`src/shared/rot_pkg.sv`:
```
package rot_pkg;
	// operation select codes from the instruction decoder
	localparam logic [2:0] op_none = 3'h0;
	localparam logic [2:0] op_rotate_left_copy = 3'h1;
	localparam logic [2:0] op_rotate_left_via_cy = 3'h2;
	localparam logic [2:0] op_rotate_left_via_cy_copy = 3'h3;
	localparam logic [2:0] op_rotate_right_in_place = 3'h4;
	localparam logic [2:0] op_rotate_right_copy = 3'h5;
	localparam logic [2:0] op_rotate_right_via_cy = 3'h6;
	// byte layout
	localparam int data_w = 8;
	localparam int msb_pos = 7;
	localparam int lsb_pos = 0;
	// reset values of the result registers
	localparam logic [7:0] acc_rst = 8'h00;
	localparam logic [7:0] mem_rst = 8'h00;
	localparam logic cy_rst = 1'b0;
endpackage

```
`src/core/rot_shifter.sv`:
```
// combinational one-bit rotator; fill bit picked by the caller
module rot_shifter (
	input wire logic [7:0] din,
	input wire logic dir_right,
	input wire logic fill,
	output logic [7:0] dout,
	output logic out_bit
);
	always_comb begin
		if (dir_right) begin
			// bit 0 falls out, fill enters at the top
			dout = {fill, din[rot_pkg::msb_pos:1]};
			out_bit = din[rot_pkg::lsb_pos];
		end else begin
			// bit 7 falls out, fill enters at the bottom
			dout = {din[rot_pkg::msb_pos-1:0], fill};
			out_bit = din[rot_pkg::msb_pos];
		end
	end
endmodule

```
`src/core/byte_rotate_unit.sv`:
```
module byte_rotate_unit (
	input wire logic clk,
	input wire logic rst,
	input wire logic ce, // freezes all state while low
	input wire logic op_valid, // one-cycle instruction strobe
	input wire logic [2:0] op_sel, // rot_pkg op code
	input wire logic [7:0] mem_rdata, // operand byte from data memory
	input wire logic cy_in, // current carry flag
	output logic [7:0] acc_out, // accumulator result, registered
	output logic acc_we, // pulse: acc_out valid this cycle
	output logic [7:0] mem_wdata, // memory write data, registered
	output logic mem_we, // pulse: write mem_wdata back
	output logic cy_out, // new carry, registered
	output logic cy_we // pulse: carry flag update
);
	// all state in one struct
	typedef struct packed {
		logic [7:0] acc;
		logic acc_we;
		logic [7:0] mem;
		logic mem_we;
		logic cy;
		logic cy_we;
	} state_t;

	state_t st;
	state_t next_st;
	logic dir_right; // rotator direction
	logic fill; // bit entering the rotated byte
	logic [7:0] rot_val; // rotated byte
	logic out_bit; // bit leaving the rotated byte
	logic via_cy; // nine-bit form selected

	// decode direction and form
	always_comb begin
		dir_right = (op_sel == rot_pkg::op_rotate_right_in_place) ||
			(op_sel == rot_pkg::op_rotate_right_copy) ||
			(op_sel == rot_pkg::op_rotate_right_via_cy);
		via_cy = (op_sel == rot_pkg::op_rotate_left_via_cy) ||
			(op_sel == rot_pkg::op_rotate_left_via_cy_copy) ||
			(op_sel == rot_pkg::op_rotate_right_via_cy);
		// old carry sampled here, before any update lands
		fill = via_cy ? cy_in : (dir_right ?
			mem_rdata[rot_pkg::lsb_pos] : mem_rdata[rot_pkg::msb_pos]);
	end

	// one shared rotator; the fill bit picks plain or nine-bit form
	rot_shifter u_shift (
		.din(mem_rdata),
		.dir_right(dir_right),
		.fill(fill),
		.dout(rot_val),
		.out_bit(out_bit)
	);

	// next state: strobes default low, data held
	always_comb begin
		next_st = st;
		next_st.acc_we = 1'b0;
		next_st.mem_we = 1'b0;
		next_st.cy_we = 1'b0;
		if (op_valid) begin
			case (op_sel)
				rot_pkg::op_rotate_left_copy: begin
					// acc only, memory and flags untouched
					next_st.acc = rot_val;
					next_st.acc_we = 1'b1;
				end
				rot_pkg::op_rotate_left_via_cy: begin
					// back to memory, carry gets old bit 7
					next_st.mem = rot_val;
					next_st.mem_we = 1'b1;
					next_st.cy = out_bit;
					next_st.cy_we = 1'b1;
				end
				rot_pkg::op_rotate_left_via_cy_copy: begin
					// acc result, carry gets old bit 7
					next_st.acc = rot_val;
					next_st.acc_we = 1'b1;
					next_st.cy = out_bit;
					next_st.cy_we = 1'b1;
				end
				rot_pkg::op_rotate_right_in_place: begin
					// memory only, flags untouched
					next_st.mem = rot_val;
					next_st.mem_we = 1'b1;
				end
				rot_pkg::op_rotate_right_copy: begin
					// acc only
					next_st.acc = rot_val;
					next_st.acc_we = 1'b1;
				end
				rot_pkg::op_rotate_right_via_cy: begin
					// back to memory, carry gets old bit 0
					next_st.mem = rot_val;
					next_st.mem_we = 1'b1;
					next_st.cy = out_bit;
					next_st.cy_we = 1'b1;
				end
				default: begin
					// unknown codes do nothing, safer than guessing
					// strobes stay low from the defaults above
				end
			endcase
		end
	end

	// register the state; ce low freezes everything
	always_ff @(posedge clk) begin
		if (rst) begin
			// reset wins over ce, so a frozen unit still clears
			st <= '{acc: rot_pkg::acc_rst, acc_we: 1'b0,
				mem: rot_pkg::mem_rst, mem_we: 1'b0,
				cy: rot_pkg::cy_rst, cy_we: 1'b0};
		end else if (ce) begin
			st <= next_st;
		end
	end

	// outputs come straight from the flops, no glue after them
	assign acc_out = st.acc;
	assign acc_we = st.acc_we;
	assign mem_wdata = st.mem;
	assign mem_we = st.mem_we;
	assign cy_out = st.cy;
	assign cy_we = st.cy_we;


	// each op shows its result one edge later, on its own strobes
	chk_left_copy: assert property (
		@(posedge clk) disable iff (rst)
		ce && op_valid && op_sel == rot_pkg::op_rotate_left_copy |=>
		acc_we && !mem_we && !cy_we &&
		acc_out == {$past(mem_rdata[6:0]), $past(mem_rdata[7])})
		else $error("left copy result wrong");
	chk_left_carry: assert property (
		@(posedge clk) disable iff (rst)
		ce && op_valid && op_sel == rot_pkg::op_rotate_left_via_cy |=>
		mem_we && cy_we && !acc_we && cy_out == $past(mem_rdata[7]) &&
		mem_wdata == {$past(mem_rdata[6:0]), $past(cy_in)})
		else $error("left via carry wrong");
	chk_left_carry_copy: assert property (
		@(posedge clk) disable iff (rst)
		ce && op_valid && op_sel == rot_pkg::op_rotate_left_via_cy_copy
		|=> acc_we && cy_we && !mem_we && cy_out == $past(mem_rdata[7])
		&& acc_out == {$past(mem_rdata[6:0]), $past(cy_in)})
		else $error("left via carry copy wrong");
	chk_right_place: assert property (
		@(posedge clk) disable iff (rst)
		ce && op_valid && op_sel == rot_pkg::op_rotate_right_in_place |=>
		mem_we && !acc_we && !cy_we &&
		mem_wdata == {$past(mem_rdata[0]), $past(mem_rdata[7:1])})
		else $error("right in place wrong");
	chk_right_copy: assert property (
		@(posedge clk) disable iff (rst)
		ce && op_valid && op_sel == rot_pkg::op_rotate_right_copy |=>
		acc_we && !mem_we && !cy_we &&
		acc_out == {$past(mem_rdata[0]), $past(mem_rdata[7:1])})
		else $error("right copy wrong");
	chk_right_carry: assert property (
		@(posedge clk) disable iff (rst)
		ce && op_valid && op_sel == rot_pkg::op_rotate_right_via_cy |=>
		mem_we && cy_we && !acc_we && cy_out == $past(mem_rdata[0]) &&
		mem_wdata == {$past(cy_in), $past(mem_rdata[7:1])})
		else $error("right via carry wrong");
	// a carry taken after its update would make the rotated-in bit equal the new carry
	chk_carry_old_value: assert property (
		@(posedge clk) disable iff (rst)
		ce && op_valid && op_sel == rot_pkg::op_rotate_right_via_cy &&
		cy_in != mem_rdata[0] |=> mem_wdata[7] != cy_out)
		else $error("carry not taken before update");
	// destinations that an op does not name must keep their value
	chk_flag_untouched: assert property (
		@(posedge clk) disable iff (rst)
		ce && op_valid && (op_sel == rot_pkg::op_rotate_left_copy ||
		op_sel == rot_pkg::op_rotate_right_in_place ||
		op_sel == rot_pkg::op_rotate_right_copy) |=> $stable(cy_out))
		else $error("carry moved on a flag-free op");
	chk_mem_untouched: assert property (
		@(posedge clk) disable iff (rst)
		ce && op_valid && (op_sel == rot_pkg::op_rotate_left_copy ||
		op_sel == rot_pkg::op_rotate_left_via_cy_copy ||
		op_sel == rot_pkg::op_rotate_right_copy) |=> $stable(mem_wdata))
		else $error("memory data moved on an acc op");
	chk_acc_untouched: assert property (
		@(posedge clk) disable iff (rst)
		ce && op_valid && (op_sel == rot_pkg::op_rotate_left_via_cy ||
		op_sel == rot_pkg::op_rotate_right_in_place ||
		op_sel == rot_pkg::op_rotate_right_via_cy) |=> $stable(acc_out))
		else $error("acc moved on a memory op");
	// no instruction, or a code outside the table, leaves no strobe
	chk_idle_no_strobe: assert property (
		@(posedge clk) disable iff (rst)
		ce && !op_valid |=> !acc_we && !mem_we && !cy_we)
		else $error("strobe without instruction");
	chk_bad_code_quiet: assert property (
		@(posedge clk) disable iff (rst)
		ce && op_valid && (op_sel == rot_pkg::op_none ||
		op_sel > rot_pkg::op_rotate_right_via_cy) |=>
		!acc_we && !mem_we && !cy_we)
		else $error("strobe on an unused code");
	// ce low freezes results and strobes alike
	chk_freeze_hold: assert property (
		@(posedge clk) disable iff (rst)
		!ce |=> $stable(acc_out) && $stable(cy_out) && $stable(mem_we))
		else $error("state moved while frozen");
	chk_freeze_data: assert property (
		@(posedge clk) disable iff (rst)
		!ce |=> $stable(mem_wdata) && $stable(acc_we) && $stable(cy_we))
		else $error("data or strobe moved while frozen");
endmodule

```
`config.mk`:
```
export PLATFORM = sky130hd
export DESIGN_NAME = byte_rotate_unit
export DESIGN_NICKNAME = d
export VERILOG_FILES = /design/src/shared/rot_pkg.sv /design/src/core/rot_shifter.sv /design/src/core/byte_rotate_unit.sv
export SDC_FILE = /design/constraint.sdc
export NUM_CORES = 1
export LEC_CHECK = 0
export BUFFER_PORTS_ARGS = -buffer_cell sky130_fd_sc_hd__buf_4
export CORE_ASPECT_RATIO = 1.4
export CORE_MARGIN = 2
export CORE_UTILIZATION = 46
export CTS_CLUSTER_DIAMETER = 30
export DETAILED_ROUTE_END_ITERATION = 8
export PLACE_DENSITY = 0.76
export REMOVE_ABC_BUFFERS = 1
export SLEW_MARGIN = 20
export SYNTH_ARGS = -nofsm -noshare
export SYNTH_HDL_FRONTEND = slang
export SYNTH_SLANG_ARGS = --single-unit
```
`constraint.sdc`:
```
create_clock -name clk -period 3.4 [get_ports clk]
set_clock_uncertainty 0.2 [all_clocks]
set_input_delay 1.02 -clock clk [delete_from_list [all_inputs] [get_ports clk]]
set_output_delay 1.02 -clock clk [all_outputs]
set_load 0.05 [all_outputs]
```
# [Word-level counts from Yosys, hierarchy flattened]
# Index checks and enable logic that the tools add are counted.
[totals] ff_bits=20 in_bits=16 output_inout_bits=20 word_cells=29
[op_classes] eq_ne=6 muxes=7 reduce_logical=10
[ops] cell="$mux W12" n=1
[ops] cell="$eq A3 B3 Y1 const B" n=3
[ops] cell="$mux W9" n=1
[ops] cell="$reduce_and A3 Y1" n=3
[ops] cell="$reduce_or A3 Y1" n=3
[ops] cell="$mux W8" n=1
[ops] cell="$eq A3 B2 Y1 const B" n=2
[ops] cell="$logic_or A1 B1 Y1" n=4
[ops] cell="$eq A3 B1 Y1 const B" n=1
[ops] cell="$mux W1" n=3
[ops] cell="$mux W2" n=1

# [Logic depth before layout (Yosys ltp)]
[depth] ltp_word=8 mapped_depth=5

# [Cells and area by module]
# From an unflattened synthesis, not the netlist that was laid out.
[hier_totals] cells_unflattened=98 hier_area_um2=1047.3
[by_module_without_submodules] mod="byte_rotate_unit" instances=1 cells_each=88 area_each_um2=900.9
[by_module_without_submodules] mod="rot_shifter" instances=1 cells_each=10 area_each_um2=146.4

# [Worst setup path before layout]
# OpenSTA, ideal clock, no wires.
[synth_timing] kind="input to register" startpoint="input op_sel[1]" endpoint="register st, in the netlist mem_we" setup_time_ns=0.115 arrival_time_ns=1.824 required_ns=3.085 setup_slack_ns=1.261 cell_stages=5 n_path_buf=2 cell_sequence="buf_6 o211a_4 and2_4 buf_6 o21a_1"
[synth_between] elab_chain_len=4
[synth_rtl] element="start, declared" line="byte_rotate_unit.sv:6" text="input wire logic [2:0] op_sel,"
[synth_rtl] element="$eq A3 B3 Y1 or $eq A3 B2 Y1 (tied branches)" line="byte_rotate_unit.sv:63" text="case (op_sel)"
[synth_rtl] element="$reduce_or A3 Y1 (no line) (*)"
[synth_rtl] element="$mux W9 (*)" line="byte_rotate_unit.sv:63"
[synth_rtl] element="$mux W12 (*)" line="byte_rotate_unit.sv:62" text="if (op_valid) begin"
[synth_rtl] element="end signal, assigned" line="byte_rotate_unit.sv:112" text="st <= '{acc: rot_pkg::acc_rst, acc_we: 1'b0,"
[synth_rtl] element="end signal, assigned" line="byte_rotate_unit.sv:116" text="st <= next_st;"
[synth_rtl] element="end, declared" line="byte_rotate_unit.sv:26" text="state_t st;"
# Every way passes the cells marked *; elsewhere a longest branch is shown, timed or not.
# A chain may end at the register's enable or synchronous reset.

# [Worst setup path after layout]
[layout_timing] startpoint="input op_sel[1]" endpoint="register st, in the netlist acc_out[6]"
[layout_between] elab_chain_len=4
[layout_rtl] element="parallel branches: the longest is 4 deep, another holds $eq A3 B3 Y1"
# Several ways; the timed one is not identified.

==> metrics.md <==
| Metric | Value |
|---|---|
| Post-DRT Antenna Nets | `0` |
| Grt ovf | `0` |
| Largest net degree at the start of global routing | `15` |
| Area Overhead vs Synth | `27.69%` |
| FF+latch count, synth | `20` |
| CP Data Arrival Time | `about 2.1 ns` |
| Unrepaired setup endpoints after global routing | `false` |
| # setup viols final | `0` |
| Max-cap violation count | `0` |
| Kind of critical path | `primary input to flip-flop` |
| Vias per cell | `~5.8` |
| Hold Crit Depth | `2` |
| Pre-antenna DRT Iters | `4` |
| Final hold viol count | `0` |
| Cell taking the most area after synthesis | `dfxtp_1` |
| Period utilization | `0.6187` |
| Setup Fix Bufs, Post-CTS | `0` |
| Critical Path End Type | `flip-flop` |
| Initial drt markers | `14` |
| Number of buffers added on ports | `35` |
| CTS Hold Bufs | `0` |
| Period minus WS final | `2.103 ns` |
| Layout cells sized above 1 | `0.3600` |
| Max Root-Sink Buffers | `2` |
| Clock Sinks | `20` |
| Sequential share of power | `0.525` |
| Total Neg Setup Slack | `0 ns` |
| Starting Density | `0.4775` |
| HP Start | `mem_wdata[7]$_SDFFE_PP0P_` |
| TritonCTS clock tree | `yes` |
| Post-synthesis xor/xnor area fraction | `0` |
| Area of the die | `0.002405 mm2` |
| Register area share after synthesis | `0.4301` |
| WHS | `0.2809 ns` |
| Post-synth top area share | `0.4301` |
| Synth Area in Compound Gates | `0.3118` |
| Syn. warnings | `0` |
| Max Fclk | `475.4 MHz` |
| Worst setup SP type | `primary input` |
| Largest family of logic cells by synthesized area | `compound AO/OA/AOI/OAI gates` |
| H-tree depth | `1` |
| DP HPWL | `~1700 um` |
| WHS Endpoint | `mem_wdata[7]$_SDFFE_PP0P_` |
| Clock slew at reported path FFs | `~0.10 ns` |
| Synth Area in Adders | `0` |
| Wire per inst | `between 15 and 20 um` |
| Worst path required time | `between 3 and 4 ns` |
| Comb power frac | `0.251` |
| Post-Synth Simple-Gate Area | `0.1129` |
| Sw power | `between 100 and 150 uW` |
| Worst Hold Class | `flip-flop to flip-flop` |
| Vias in the first global route | `just over 800` |
| Global placer's final weighted congestion | `0.7943` |
| Routed WL | `roughly 2300 um` |
| Status | `complete, no violations` |
| First-pass GRT wire length | `3670 um` |
| Die Height | `about 57 um` |
| Most frequent cell after synthesis | `dfxtp_1` |
| Final Power | `between 400 and 500 uW` |
| Top cells by count, synth | `20 x dfxtp_1, 12 x a211oi_1, 12 x a21oi_1, 7 x mux2i_1, 6 x nand2_1` |
| Dominant synthesized flop cell | `dfxtp_1` |
| Total GRT Usage | `0.1967` |
| Syn avg cell area | `approximately 10 um2` |
| CTS resizes | `0` |
| Post-synth EDFFs | `0` |
| Antenna violations before repair | `0` |
| CTS Buf Count | `3` |
| Die Wd | `approximately 42 um` |
| Post-Syn Instances | `just over 90` |
| Synth async-reset ratio | `0` |
| Leak pwr | `a little under 0.0005 uW` |
| Max VDD drop | `roughly 0.25 mV` |
| Slew Viols, Final | `0` |
| Total vias in the final route | `roughly 840` |
| R2R Setup Slk | `about 2.5 ns` |
| I/O Pins | `36` |
| Clock latency on the worst-skew pair | `0.28 ns` |
| P_int | `328.9 uW` |
| Core footprint | `just under 0.002 mm2` |
| Final nets | `approximately 140` |
| DRC | `0` |
| Clock power share | `0.225` |
| ANT cells | `0` |
| Post-synthesis mux area share | `0.07527` |
| Synthesized area | `~930 um2` |
| Switch share | `0.3086` |
| Relative slew slack | `0.6536` |
| R2R depth | `2` |
| Synth top area cells | `dfxtp_1 43%, a211oi_1 9.7%, mux2i_1 7.5%` |
| Std cell rows | `19` |
| Reg2reg start | `mem_wdata[1]$_SDFFE_PP0P_` |
| CP max FO | `10` |
| Post-synth cell types | `26` |
| Clock root cell | `clkbuf_4` |
| P per Cell Area | `roughly 400 mW/mm2` |
| Slew @ Worst Pin | `between 0.5 and 0.6 ns` |
| RR Endpoint | `mem_wdata[1]$_SDFFE_PP0P_` |
[worst max path at each step]
stage                     slack, ns                   endpoint  depth (start not counted)      start
after floorplan                1.26    acc_out[6]$_SDFFE_PP0P_                          3  op_sel[2]
after global placement         1.03  mem_wdata[6]$_SDFFE_PP0P_                          4  op_sel[1]
after detailed placement       0.99    acc_out[6]$_SDFFE_PP0P_                          4  op_sel[1]
after CTS                      1.30    acc_out[6]$_SDFFE_PP0P_                          4  op_sel[1]
after global routing           1.22    acc_out[6]$_SDFFE_PP0P_                          4  op_sel[1]
final                          1.30    acc_out[6]$_SDFFE_PP0P_                          4  op_sel[1]
[cell usage in the layout (no fill, tap or decap), drive strengths merged]
cell / synthesis / routed
buf: 5 / 35
dfxtp: 20 / 20
a211oi: 14 / 14
a21oi: 12 / 12
mux2i: 7 / 7
nand2: 6 / 6
nor2b: 4 / 4
inv: 3 / 3
o21a: 3 / 3
clkbuf: 1 / 3
and2: 2 / 2
nand3: 2 / 2
o32ai: 2 / 2
o22ai: 2 / 2
a21boi: 2 / 2
and4: 1 / 1
a41oi: 1 / 1
and3: 1 / 1
o211a: 1 / 1
a311oi: 1 / 1
or2: 1 / 1
or3b: 1 / 1
o221ai: 1 / 1
[per-layer routing]
layer  up-vias  global-route usage  part of all wire
li1        419                   -                 -
met5         -                   0                 0
met3         2             0.02848             0.051
met2        28              0.3304              0.50
met1       395              0.2510              0.44
met4         0             0.08482            0.0092
[flip-flops by register name (all words and copies together) (netlist names)]
signal	count
acc_we	1
mem_we	1
mem_wdata	8
acc_out	8
cy_out	1
cy_we	1
[critical path: stages]
cell and delay [ns]:
buf_4 0.15, a21boi_2 0.44, mux2i_1 0.36, a211oi_2 0.11
[stage by stage]
stage          cells  setup WS (ns)    util  cell area (um2)
2_1_floorplan     87          1.255       -            877.1
3_3_place_gp     143          1.026  0.5982             1166
4_1_cts          146          1.295  0.6098             1189
3_5_place_dp     143         0.9930  0.5982             1166
6_report         146          1.297  0.6098             1189
5_1_grt          146          1.216  0.6098             1189
[kinds of logic after synthesis]
| logic type | count (synthesis) |
|---|---|
| AO/OA/AOI/OAI | 39 |
| buffers and inverters | 9 |
| multiplexers | 7 |
| flip-flops | 20 |
| AND/OR/NAND/NOR | 18 |
[power by group through the flow]
stage	Sequential (uW)	Combinational, uW	Clock (uW)
floorplan	289	37.8	0
global placement	255	118	0
detailed placement	255	119	0
CTS	250	119	111
global route	251	127	119
finish	250	119	107
[layout make-up]
type	count	area, um2
flip-flops and latches	20	400.4
repair buffers	35	262.8
clock buffers	3	22.52
well taps	21	26.28
multi-input cells	64	465.4
inverters	3	11.26
fillers	192	760.7
(Power assumes the default switching activity.)
